==> src/hdl/imp_pkg.sv <==
// constants, codes and state types of the sweep register block
package imp_pkg;
  localparam logic [6:0] SLAVE_ADDR  = 7'h0d;
  localparam logic [7:0] ADR_CTRL_HI = 8'h80;
  localparam logic [7:0] ADR_CTRL_LO = 8'h81;
  localparam logic [7:0] ADR_START_H = 8'h82;
  localparam logic [7:0] ADR_START_M = 8'h83;
  localparam logic [7:0] ADR_START_L = 8'h84;
  localparam logic [7:0] ADR_STEP_H  = 8'h85;
  localparam logic [7:0] ADR_STEP_M  = 8'h86;
  localparam logic [7:0] ADR_STEP_L  = 8'h87;
  localparam logic [7:0] ADR_NPTS_H  = 8'h88;
  localparam logic [7:0] ADR_NPTS_L  = 8'h89;
  localparam logic [7:0] ADR_SET_H   = 8'h8a;
  localparam logic [7:0] ADR_SET_L   = 8'h8b;
  localparam logic [7:0] ADR_STATUS  = 8'h8f;
  localparam logic [7:0] ADR_RE_H    = 8'h94;
  localparam logic [7:0] ADR_RE_L    = 8'h95;
  localparam logic [7:0] ADR_IM_H    = 8'h96;
  localparam logic [7:0] ADR_IM_L    = 8'h97;
  localparam logic [7:0] CMD_PTR     = 8'hb0;
  localparam logic [7:0] CMD_BLK_WR  = 8'ha0;
  localparam logic [7:0] CMD_BLK_RD  = 8'ha1;
  localparam logic [3:0] C_INIT = 4'h1;
  localparam logic [3:0] C_SWEEP = 4'h2;
  localparam logic [3:0] C_INC = 4'h3;
  localparam logic [3:0] C_REP = 4'h4;
  localparam logic [3:0] C_PDOWN = 4'ha;
  localparam logic [3:0] C_STBY = 4'hb;
  localparam int         CTRL_RST_BIT = 4;
  localparam logic [7:0] CTRL_HI_RST = 8'ha0;
  localparam logic [7:0] CTRL_LO_RST = 8'h08;
  localparam int         SYNTH_DIV = 16;
  localparam int         PHASE_W = 27;
  localparam int         SAMPLES = 1024;
  localparam int         CONV_TIME_US = 1000;
  localparam int         CLK_PERIOD_NS = 10;
  localparam int         CONV_CYCLES_DEF = CONV_TIME_US * 1000 / CLK_PERIOD_NS;
  typedef enum logic [4:0] {
    S_IDLE = 5'h01, S_INIT = 5'h02, S_SETTLE = 5'h04,
    S_MEAS = 5'h08, S_HOLD = 5'h10
  } imp_seq_t;
  typedef enum logic [3:0] {
    I_IDLE = 4'h1, I_ADDR = 4'h2, I_WR = 4'h4, I_RD = 4'h8
  } imp_bus_t;
  typedef enum logic [3:0] {
    W_CMD = 4'h1, W_PTR = 4'h2, W_CNT = 4'h4, W_DATA = 4'h8
  } imp_wmode_t;
endpackage : imp_pkg

==> src/hdl/imp_sweep_regs.sv <==
// two-wire register bank with sweep sequencer and result capture
`timescale 1ns/1ps
module imp_sweep_regs
  import imp_pkg::*;
#(
  parameter int CONV_CYCLES = CONV_CYCLES_DEF
) (
  input  wire logic        mclk,       // device clock
  input  wire logic        arst_n,     // async reset, low active
  input  wire logic        scl_i,      // bus clock pin
  input  wire logic        sda_i,      // bus data pin level
  output logic             sda_o,      // data pin drive value
  output logic             sda_oe,     // high while pulling data low
  input  wire logic [11:0] adc_data,   // converter sample, signed
  output logic             adc_conv,   // one-cycle sample trigger
  output logic [23:0]      synth_freq, // excitation frequency code
  output logic             synth_run,  // excitation running
  output logic             pwr_down    // power-down mode
);
  localparam int SAMP_DIV = CONV_CYCLES / SAMPLES;

  // settle count after multiplier, reserved code falls back to x1
  function automatic logic [10:0] settle_total(input logic [10:0] s);
    logic [10:0] b;
    b = {2'b00, s[8:0]};
    unique case (s[10:9])
      2'b01:   return b << 1;
      2'b11:   return b << 2;
      default: return b;
    endcase
  endfunction : settle_total

  // pin synchronisers; stage 0 feeds stage 1 only
  logic [2:0]  scl_sy_ff, sda_sy_ff;
  logic [11:0] adc_s1_ff, adc_s2_ff;
  always_ff @(posedge mclk or negedge arst_n) begin
    if (!arst_n) begin
      scl_sy_ff <= 3'h7;
      sda_sy_ff <= 3'h7;
      adc_s1_ff <= 12'h000;
      adc_s2_ff <= 12'h000;
    end else begin
      scl_sy_ff <= {scl_sy_ff[1:0], scl_i};
      sda_sy_ff <= {sda_sy_ff[1:0], sda_i};
      adc_s1_ff <= adc_data;
      adc_s2_ff <= adc_s1_ff;
    end
  end

  logic scl_rise, scl_fall, bus_start, bus_stop, sda_s;
  assign sda_s     = sda_sy_ff[1];
  assign scl_rise  = scl_sy_ff[1] & ~scl_sy_ff[2];
  assign scl_fall  = ~scl_sy_ff[1] & scl_sy_ff[2];
  assign bus_start = scl_sy_ff[1] & scl_sy_ff[2] & ~sda_s & sda_sy_ff[2];
  assign bus_stop  = scl_sy_ff[1] & scl_sy_ff[2] & sda_s & ~sda_sy_ff[2];

  // bus byte engine, open drain: only ever pulls low
  imp_bus_t   ist_ff;
  logic [3:0] bitc_ff;
  logic [7:0] shreg_ff, txsh_ff, rd_data;
  logic       rw_ff, drv_ff, wr_p, rd_load;
  assign wr_p    = scl_fall & (bitc_ff == 4'h8) & (ist_ff == I_WR);
  assign rd_load = scl_fall & (bitc_ff == 4'h9) &
                   ((ist_ff == I_RD) | ((ist_ff == I_ADDR) & rw_ff));
  always_ff @(posedge mclk or negedge arst_n) begin
    if (!arst_n) begin
      ist_ff   <= I_IDLE;
      bitc_ff  <= 4'h0;
      shreg_ff <= 8'h00;
      txsh_ff  <= 8'h00;
      rw_ff    <= 1'b0;
      drv_ff   <= 1'b0;
    end else if (bus_start) begin
      ist_ff  <= I_ADDR;
      bitc_ff <= 4'h0;
      drv_ff  <= 1'b0;
    end else if (bus_stop) begin
      ist_ff <= I_IDLE;
      drv_ff <= 1'b0;
    end else if (ist_ff != I_IDLE) begin
      if (scl_rise) begin
        if (bitc_ff < 4'h8) begin
          shreg_ff <= {shreg_ff[6:0], sda_s};
          bitc_ff  <= bitc_ff + 4'h1;
        end else if (bitc_ff == 4'h8) begin
          bitc_ff <= 4'h9;
          // master nack ends the read
          if (ist_ff == I_RD && sda_s) ist_ff <= I_IDLE;
        end
      end
      if (scl_fall) begin
        if (bitc_ff == 4'h8) begin
          unique case (ist_ff)
            I_ADDR: begin
              rw_ff <= shreg_ff[0];
              if (shreg_ff[7:1] == SLAVE_ADDR) drv_ff <= 1'b1;
              else ist_ff <= I_IDLE;
            end
            I_WR:    drv_ff <= 1'b1;
            default: drv_ff <= 1'b0;
          endcase
        end else if (bitc_ff == 4'h9) begin
          bitc_ff <= 4'h0;
          if (ist_ff == I_ADDR) ist_ff <= rw_ff ? I_RD : I_WR;
          if (rd_load) begin
            txsh_ff <= rd_data;
            drv_ff  <= ~rd_data[7];
          end else begin
            drv_ff <= 1'b0;
          end
        end else if (ist_ff == I_RD && bitc_ff != 4'h0) begin
          txsh_ff <= {txsh_ff[6:0], 1'b0};
          drv_ff  <= ~txsh_ff[6];
        end
      end
    end
  end
  assign sda_o  = 1'b0;
  assign sda_oe = drv_ff;

  // pointer and write-mode tracking
  imp_wmode_t wmode_ff;
  logic [7:0] ptr_ff;
  logic       blk_rd_ff, reg_wr;
  assign reg_wr = wr_p & (wmode_ff == W_DATA);
  always_ff @(posedge mclk or negedge arst_n) begin
    if (!arst_n) begin
      wmode_ff  <= W_CMD;
      ptr_ff    <= 8'h00;
      blk_rd_ff <= 1'b0;
    end else if (bus_start) begin
      wmode_ff <= W_CMD;
    end else if (wr_p) begin
      unique case (wmode_ff)
        W_CMD: begin
          if (shreg_ff == CMD_PTR) begin
            wmode_ff <= W_PTR;
          end else if (shreg_ff == CMD_BLK_WR ||
                       shreg_ff == CMD_BLK_RD) begin
            blk_rd_ff <= (shreg_ff == CMD_BLK_RD);
            wmode_ff  <= W_CNT;
          end else begin
            ptr_ff    <= shreg_ff;
            blk_rd_ff <= 1'b0;
            wmode_ff  <= W_DATA;
          end
        end
        W_PTR: begin
          ptr_ff    <= shreg_ff;
          blk_rd_ff <= 1'b0;
          wmode_ff  <= W_DATA;
        end
        W_CNT:  wmode_ff <= W_DATA; // byte count is not enforced
        W_DATA: ptr_ff <= ptr_ff + 8'h01;
      endcase
    end else if (rd_load && blk_rd_ff) begin
      ptr_ff <= ptr_ff + 8'h01;
    end
  end

  // sweep parameters: deliberately no reset, survive everything
  logic [23:0] start_ff, step_ff;
  logic [8:0]  npts_ff;
  logic [10:0] settle_ff;
  always_ff @(posedge mclk) begin
    if (reg_wr) begin
      unique case (ptr_ff)
        ADR_START_H: start_ff[23:16] <= shreg_ff;
        ADR_START_M: start_ff[15:8]  <= shreg_ff;
        ADR_START_L: start_ff[7:0]   <= shreg_ff;
        ADR_STEP_H:  step_ff[23:16]  <= shreg_ff;
        ADR_STEP_M:  step_ff[15:8]   <= shreg_ff;
        ADR_STEP_L:  step_ff[7:0]    <= shreg_ff;
        ADR_NPTS_H:  npts_ff[8]      <= shreg_ff[0];
        ADR_NPTS_L:  npts_ff[7:0]    <= shreg_ff;
        ADR_SET_H:   settle_ff[10:8] <= shreg_ff[2:0];
        ADR_SET_L:   settle_ff[7:0]  <= shreg_ff;
        default: ;
      endcase
    end
  end

  // control register and command decode
  logic [7:0] ctrl_hi_ff, ctrl_lo_ff;
  logic       cmd_p, go_init, go_sweep, go_inc, go_rep, go_pd, go_sb;
  logic       rst_cmd, cmd_any;
  always_ff @(posedge mclk or negedge arst_n) begin
    if (!arst_n) begin
      ctrl_hi_ff <= CTRL_HI_RST;
      ctrl_lo_ff <= CTRL_LO_RST;
    end else if (reg_wr && ptr_ff == ADR_CTRL_HI) begin
      ctrl_hi_ff <= shreg_ff;
    end else if (reg_wr && ptr_ff == ADR_CTRL_LO) begin
      ctrl_lo_ff <= shreg_ff;
    end
  end
  assign cmd_p    = reg_wr & (ptr_ff == ADR_CTRL_HI);
  assign go_init  = cmd_p & (shreg_ff[7:4] == C_INIT);
  assign go_sweep = cmd_p & (shreg_ff[7:4] == C_SWEEP);
  assign go_inc   = cmd_p & (shreg_ff[7:4] == C_INC);
  assign go_rep   = cmd_p & (shreg_ff[7:4] == C_REP);
  assign go_pd    = cmd_p & (shreg_ff[7:4] == C_PDOWN);
  assign go_sb    = cmd_p & (shreg_ff[7:4] == C_STBY);
  assign rst_cmd  = reg_wr & (ptr_ff == ADR_CTRL_LO) &
                    shreg_ff[CTRL_RST_BIT];
  assign cmd_any  = go_init | go_sweep | go_inc | go_rep | go_pd | go_sb |
                    rst_cmd;

  // excitation phase accumulator, one step per synth tick
  imp_seq_t           seq_ff;
  logic [3:0]         div_ff;
  logic [PHASE_W-1:0] acc_ff;
  logic [PHASE_W:0]   acc_sum;
  logic               tick, cyc_p;
  logic [23:0]        freq_ff;
  assign tick    = (div_ff == 4'(SYNTH_DIV - 1));
  assign acc_sum = {1'b0, acc_ff} + {4'h0, freq_ff};
  assign cyc_p   = tick & acc_sum[PHASE_W]; // one excitation cycle done
  always_ff @(posedge mclk or negedge arst_n) begin
    if (!arst_n) begin
      div_ff <= 4'h0;
      acc_ff <= '0;
    end else if (seq_ff == S_IDLE) begin
      div_ff <= 4'h0;
      acc_ff <= '0;
    end else begin
      div_ff <= div_ff + 4'h1;
      if (tick) acc_ff <= acc_sum[PHASE_W-1:0];
    end
  end

  // sweep sequencer: settle, then collect a fixed sample burst
  logic [8:0]  idx_ff;
  logic [10:0] setc_ff;
  logic [16:0] tdiv_ff;
  logic [10:0] smp_ff;
  logic        samp_tick, done_p, conv_ff;
  logic signed [21:0] re_acc_ff, im_acc_ff, nxt_re, nxt_im, sx;
  assign samp_tick = (seq_ff == S_MEAS) & (tdiv_ff == 17'(SAMP_DIV - 1));
  assign done_p    = samp_tick & ~cmd_any &
                     (smp_ff == 11'(SAMPLES - 1));
  assign sx        = 22'(signed'(adc_s2_ff));
  // square-wave correlation against in-phase and quadrature signs
  assign nxt_re    = acc_ff[PHASE_W-1] ? re_acc_ff - sx : re_acc_ff + sx;
  assign nxt_im    = (acc_ff[PHASE_W-1] ^ acc_ff[PHASE_W-2]) ?
                     im_acc_ff + sx : im_acc_ff - sx;
  always_ff @(posedge mclk or negedge arst_n) begin
    if (!arst_n) begin
      seq_ff    <= S_IDLE;
      freq_ff   <= 24'h000000;
      idx_ff    <= 9'h000;
      setc_ff   <= 11'h000;
      tdiv_ff   <= 17'h00000;
      smp_ff    <= 11'h000;
      re_acc_ff <= '0;
      im_acc_ff <= '0;
      conv_ff   <= 1'b0;
    end else begin
      conv_ff <= samp_tick & ~cmd_any;
      if (rst_cmd || go_pd || go_sb) begin
        seq_ff <= S_IDLE;
      end else if (go_init) begin
        seq_ff  <= S_INIT;
        freq_ff <= start_ff;
        idx_ff  <= 9'h000;
      end else if (go_sweep || go_inc || go_rep) begin
        seq_ff  <= S_SETTLE;
        setc_ff <= settle_total(settle_ff);
        if (go_inc && idx_ff < npts_ff) begin
          freq_ff <= freq_ff + step_ff;
          idx_ff  <= idx_ff + 9'h001;
        end
      end else begin
        unique case (seq_ff)
          S_SETTLE: begin
            if (setc_ff == 11'h000) begin
              seq_ff    <= S_MEAS;
              tdiv_ff   <= 17'h00000;
              smp_ff    <= 11'h000;
              re_acc_ff <= '0;
              im_acc_ff <= '0;
            end else if (cyc_p) begin
              setc_ff <= setc_ff - 11'h001;
            end
          end
          S_MEAS: begin
            if (samp_tick) begin
              tdiv_ff   <= 17'h00000;
              smp_ff    <= smp_ff + 11'h001;
              re_acc_ff <= nxt_re;
              im_acc_ff <= nxt_im;
              if (done_p) seq_ff <= S_HOLD;
            end else begin
              tdiv_ff <= tdiv_ff + 17'h00001;
            end
          end
          default: ;
        endcase
      end
    end
  end

  // results: no reset, overwritten only when a point completes
  logic [15:0] re_ff, im_ff;
  always_ff @(posedge mclk) begin
    if (done_p) begin
      re_ff <= nxt_re[21:6];
      im_ff <= nxt_im[21:6];
    end
  end

  // status flags; completion set wins over a clear
  logic valid_ff, cmpl_ff, last_pt;
  assign last_pt = (idx_ff == npts_ff);
  always_ff @(posedge mclk or negedge arst_n) begin
    if (!arst_n) begin
      valid_ff <= 1'b0;
      cmpl_ff  <= 1'b0;
    end else begin
      if (done_p) valid_ff <= 1'b1;
      else if (go_sweep || go_inc || go_rep || rst_cmd) valid_ff <= 1'b0;
      if (done_p && last_pt) cmpl_ff <= 1'b1;
      else if (go_sweep || rst_cmd) cmpl_ff <= 1'b0;
    end
  end

  // power mode follows the last power-down, standby or init command
  logic pd_ff;
  always_ff @(posedge mclk or negedge arst_n) begin
    if (!arst_n) pd_ff <= 1'b1;
    else if (go_pd) pd_ff <= 1'b1;
    else if (go_sb || go_init) pd_ff <= 1'b0;
  end

  // read mux; unmapped and ignored bits read zero
  always_comb begin
    unique case (ptr_ff)
      ADR_CTRL_HI: rd_data = ctrl_hi_ff;
      ADR_CTRL_LO: rd_data = ctrl_lo_ff;
      ADR_START_H: rd_data = start_ff[23:16];
      ADR_START_M: rd_data = start_ff[15:8];
      ADR_START_L: rd_data = start_ff[7:0];
      ADR_STEP_H:  rd_data = step_ff[23:16];
      ADR_STEP_M:  rd_data = step_ff[15:8];
      ADR_STEP_L:  rd_data = step_ff[7:0];
      ADR_NPTS_H:  rd_data = {7'h00, npts_ff[8]};
      ADR_NPTS_L:  rd_data = npts_ff[7:0];
      ADR_SET_H:   rd_data = {5'h00, settle_ff[10:8]};
      ADR_SET_L:   rd_data = settle_ff[7:0];
      ADR_STATUS:  rd_data = {5'h00, cmpl_ff, valid_ff, 1'b0};
      ADR_RE_H:    rd_data = re_ff[15:8];
      ADR_RE_L:    rd_data = re_ff[7:0];
      ADR_IM_H:    rd_data = im_ff[15:8];
      ADR_IM_L:    rd_data = im_ff[7:0];
      default:     rd_data = 8'h00;
    endcase
  end

  assign adc_conv   = conv_ff;
  assign synth_freq = freq_ff;
  assign synth_run  = ~seq_ff[0];
  assign pwr_down   = pd_ff;
endmodule : imp_sweep_regs

==> config.mk <==
export PLATFORM = sky130hd
export DESIGN_NAME = imp_sweep_regs
export DESIGN_NICKNAME = d
export VERILOG_FILES = /design/src/hdl/imp_pkg.sv /design/src/hdl/imp_sweep_regs.sv
export SDC_FILE = /design/constraint.sdc
export NUM_CORES = 1
export LEC_CHECK = 0
export BUFFER_PORTS_ARGS = -buffer_cell sky130_fd_sc_hd__buf_2
export CAP_MARGIN = 20
export CORE_MARGIN = 2
export CORE_UTILIZATION = 35
export CTS_CLUSTER_DIAMETER = 40
export DETAILED_ROUTE_END_ITERATION = 16
export PLACE_DENSITY = 0.51
export SETUP_SLACK_MARGIN = 0.1
export SYNTH_ARGS = -nofsm -noshare
export SYNTH_HDL_FRONTEND = slang
export SYNTH_SLANG_ARGS = --single-unit
==> constraint.sdc <==
create_clock -name mclk -period 8.5 [get_ports mclk]
set_input_delay 0.85 -clock mclk [delete_from_list [all_inputs] [get_ports mclk]]
set_output_delay 0.85 -clock mclk [all_outputs]
set_load 0.02 [all_outputs]
* Word level (Yosys, flattened, before mapping)
Cells that the tools add are included.
Operators by class: add/subtract/negate cells 13, order comparisons 2, equality and inequality tests 59, multiplexer cells 90, bitwise gates (word level) 49, reductions and logical operators 61
Operators with widths (number):
- $eq A8 B8 Y1 const B | 20
- $pmux W8 S17 | 1
- $mux W4 | 28
- $mux W22 | 5
- $pmux W22 S2 | 2
- $mux W24 | 3
- $mux W11 | 6
- $mux W27 | 2
- $add A22 B12 Y22 | 2
- $pmux W11 S2 | 2
- $sub A22 B12 Y22 | 2
- $mux W17 | 2
- $pmux W17 S2 | 1
- $mux W8 | 4
- $mux W5 | 6
- $add A27 B24 Y28 | 1
- $eq A4 B4 Y1 const B | 7
- $reduce_bool A2 Y1 | 14
- $mux W9 | 3
- $and A1 B1 Y1 | 26
- $reduce_and A2 Y1 | 13
- $add A24 B24 Y24 | 1
- $pmux W8 S3 | 1
- $mux W7 | 3
- other kinds (45) | 119
Storage, ports and cells: register bits after elaboration 340, input port bits 16, output and inout port bits 29, logic and storage cells 315

* Longest topological paths before layout
word-level depth 22, mapped depth 19, gate-level depth less buffers 19

* Worst setup path before layout
Ideal clock, no wire load.
kind reg-to-reg, start register adc_s2_ff[0], end register re_acc_ff[21], library setup time 0.121 ns, arrival time 3.843 ns, data required time 8.379 ns, slack 4.536 ns, cell stages (with the launch flop) 20, path buffers 0, period minus slack after synthesis 3.964 ns, cell sequence dfrtp_1 -> inv_1 -> ha_1 -> nand2_1 -> nor3_1 -> nor3b_1 -> nor3b_1 -> a21o_1 -> nor2_1 -> a21oi_1 -> ha_1 -> and4_1 -> a21oi_1 -> nand2_1 -> o31ai_1 -> o211ai_1 -> a31o_2 -> a21oi_1 -> xnor2_1 -> a22o_1
On the way: cells in the longest elaborated chain, start to end 4, elaborated cells on any way between the ends 5, classes of those cells add/sub (2); mux (3)
Ends and longest elaborated chain:
- start, declared | line imp_sweep_regs.sv:35 | logic [11:0] adc_s1_ff, adc_s2_ff;
- start signal, assigned | line imp_sweep_regs.sv:46 | adc_s2_ff <= adc_s1_ff;
- $add A22 B12 Y22 or $sub A22 B12 Y22 (tied branches) | line imp_sweep_regs.sv:244 | assign nxt_re = acc_ff[PHASE_W-1] ? re_acc_ff - sx : re_acc_ff + sx;
- $mux W22 * | line imp_sweep_regs.sv:244
- named net nxt_re[21] | line imp_sweep_regs.sv:238 | logic signed [21:0] re_acc_ff, im_acc_ff, nxt_re, nxt_im, sx;
- $mux W22 * | line imp_sweep_regs.sv:287 | if (samp_tick) begin
- $pmux W22 S2 * | line imp_sweep_regs.sv:274 | unique case (seq_ff)
- end signal, assigned | line imp_sweep_regs.sv:290 | re_acc_ff <= nxt_re;
- end, declared | line imp_sweep_regs.sv:238
The timed path passes the listed nets; every way through them passes the cells marked *. The select of a mux whose other input is x is not followed. A chain may end at the register's enable or synchronous reset.

* Worst setup path after layout
Same ends and word-level chain as after synthesis.

==> results.toml <==
[critical_path]
crit_fanout = 6
critPathLaunchType = "register"
worst_setup_path_end_kind = "register"
worstPathRequired_ns = 8.99
critPathArrivalTime_ns = 5.31
path_class = "reg -> reg"

[routing]
ant_nets = 0
wl_per_cell_um = 20.0
vias_per_cell = 5.53
drt_iter0_markers = 1212
drc = 0
dr.pass1.iters = 5
via_count = 16000
routed_wl_um = 57800

[sta]
timing.fmax_ghz = 0.208
report.final.slew_viol_count = 0
finalHoldViolCount = 0
relSlewSlack_pct = 31.0
fin_skew_ns = 0.0289
worstMarginPinSlew_ns = 1.03
min_period_ns = 4.82
setup_tns_ns = 0
rsz0062_at_grt = "no"
period_share_pct = 56.7
finalSetupViolCount = 0

[synth]
async_flop_share_pct = 70.6
ys_types = 88
synth_top_flop_cell = "dfrtp_1"
synth_nets = 2166
syn_area_mm2 = 0.0197
ys_seq_area_share_pct = 45.7
synth_area_leaders = "dfrtp_1, edfxtp_1, ha_1"
synth.largest_area_cell = "dfrtp_1"
synth.avg_cell_area_um2 = 9.71
yosysMostFrequentCell = "dfrtp_1"
ys_warn_count = 0
synth.top_cell.area_share_pct = 28.8
synth_common_cells = "dfrtp_1, nand2_1, nor2_1"
synthCells = 2033
synth_edf_count = 100
synth_seq_cells = 340

[pwr]
p_total_uw = 4830
powerDensity_mw_per_mm2 = 209
ir_drop_mv = 0.133
leakage_uw = 0.0101

[floorplan]
dieArea_mm2 = 0.0583
io_pins = 45
coreArea_mm2 = 0.0561
start_util_pct = 35.2
die_w_um = 242
rows = 87
dieHeight_um = 242

[cts]
cts_resized = 0
clk_pin_slew_ns = 0.05
cts-root-buf = "clkbuf_16"
hold_buffers = 0
cts_max_level = 3
cts_tree = "built"
clock_path_buffers = 3
cts_setup_buffers = 0
clock_latency_ns = 0.60
numCtsBuffers = 67
cts_sinks = 340

[grt]
grt_start_max_net_pins = 142
antenna_found_initial = 0
grt_overflow = 0
first_global_vias = 15900
grt_pass1_wl_um = 90600
grtUsageTotal_pct = 19.7

[run]
maxCapViolCount = 0

[cells_and_area]
fin_cells = 2895
syn_to_final_growth_pct = 17.1
n_antenna_cell = 0
final_cell_area_mm2 = 0.0231
finalNetCount = 2220
final_core_util_pct = 41.2
drive_above_1_share_pct = 11.7

[status]
status = "finished, final reports clean"

[place]
port_buffers = 43
dpl_cell_area_mm2 = 0.0208
gp_congestion = 0.920
dp_hpwl_um = 41000
placedCellCount = 2772

[hold_path]
hold_class = "in -> async"
## flip-flops by register name (all words and copies together) (netlist names), 11 cells and up
register    cells
acc_ff         27
adc_s1_ff      12
adc_s2_ff      12
im_acc_ff      22
im_ff          16
re_acc_ff      22
re_ff          16
setc_ff        11
settle_ff      11
smp_ff         11
start_ff       24
step_ff        24
synth_freq     24
tdiv_ff        17
## critical path: stages, from the launching register on
cell and delay, ns:
dfrtp_1 0.42, inv_1 0.07, ha_1 0.23, nand2_1 0.07, nor3_1 0.28, nor3b_1 0.40
nor3b_1 0.45, a21o_1 0.26, nor2_1 0.11, a21oi_1 0.15, ha_1 0.30, and4_1 0.19
a21oi_1 0.18, nand2_1 0.07, o31ai_1 0.56, o211ai_1 0.21, a31o_2 0.27, a21oi_1 0.18
xnor2_1 0.11, a22o_1 0.20
## cell families after synthesis
logic type               after synthesis  synth area share, %
AO/OA/AOI/OAI                        571                 19.0
XOR/XNOR                             110                 4.88
adder cells (fa/ha/maj)              117                 7.56
buffers and inverters                146                 2.90
flip-flops                           340                 45.7
multiplexers                          40                 2.17
other                                  1               0.0190
AND/OR/NAND/NOR                      708                 17.8
## final cells by class
type | count | area [um^2]
clock inverters | 44 | 482
inverters | 61 | 229
flip-flops and latches | 340 | 9020
fillers | 5477 | 32900
well taps | 756 | 946
clock buffers | 77 | 1830
multi-input cells | 1547 | 10200
repair buffers | 70 | 437
## worst paths after layout
check	startpoint	to	slack (ns)	depth (start not counted)
setup / recovery	adc_s2_ff[0]	re_acc_ff[21]	3.68	19
hold / removal	arst_n	div_ff[3]	0.28	1
setup reg to reg	adc_s2_ff[0]	re_acc_ff[21]	3.68	19
hold reg to reg	adc_s1_ff[10]	adc_s2_ff[10]	0.34	0
max in group asynchronous	arst_n	adc_s2_ff[9]	6.87	2
min in group mclk	adc_s1_ff[10]	adc_s2_ff[10]	0.34	0
## routing by layer
metal | track usage [%] | vias to the layer above | wire length, um
met1 | 24.9 | 7793 | 25100
li1 | - | 7670 | -
met5 | 0 | - | 0
met4 | 7.23 | 0 | 2050
met3 | 3.55 | 121 | 2710
met2 | 33.5 | 433 | 28000
## placed cells by master, fill, tap and decap left out, types with 32 or more instances in the layout
master	count
a22o_1	32
xor2_1	50
nand3_1	71
o21ai_0	124
nor3_1	57
nor2_1	188
ha_1	113
inv_1	61
buf_2	45
a21o_1	41
clkbuf_16	71
a21oi_1	151
edfxtp_1	100
nand2_1	190
xnor2_1	60
dfrtp_1	227
## stage by stage
step	hold WS (ns)	setup WS (ns)
6_report	0.280	3.68
5_1_grt	0.346	3.28
4_1_cts	0.341	3.70
3_5_place_dp	0.336	3.72
3_3_place_gp	0.333	3.85
2_1_floorplan	0.331	4.54
## power breakdown
group	switching, uW	internal (uW)
logic	185	101
clock network	956	1720
registers	91.0	1770
No activity file was read; power rests on OpenSTA's default activity.
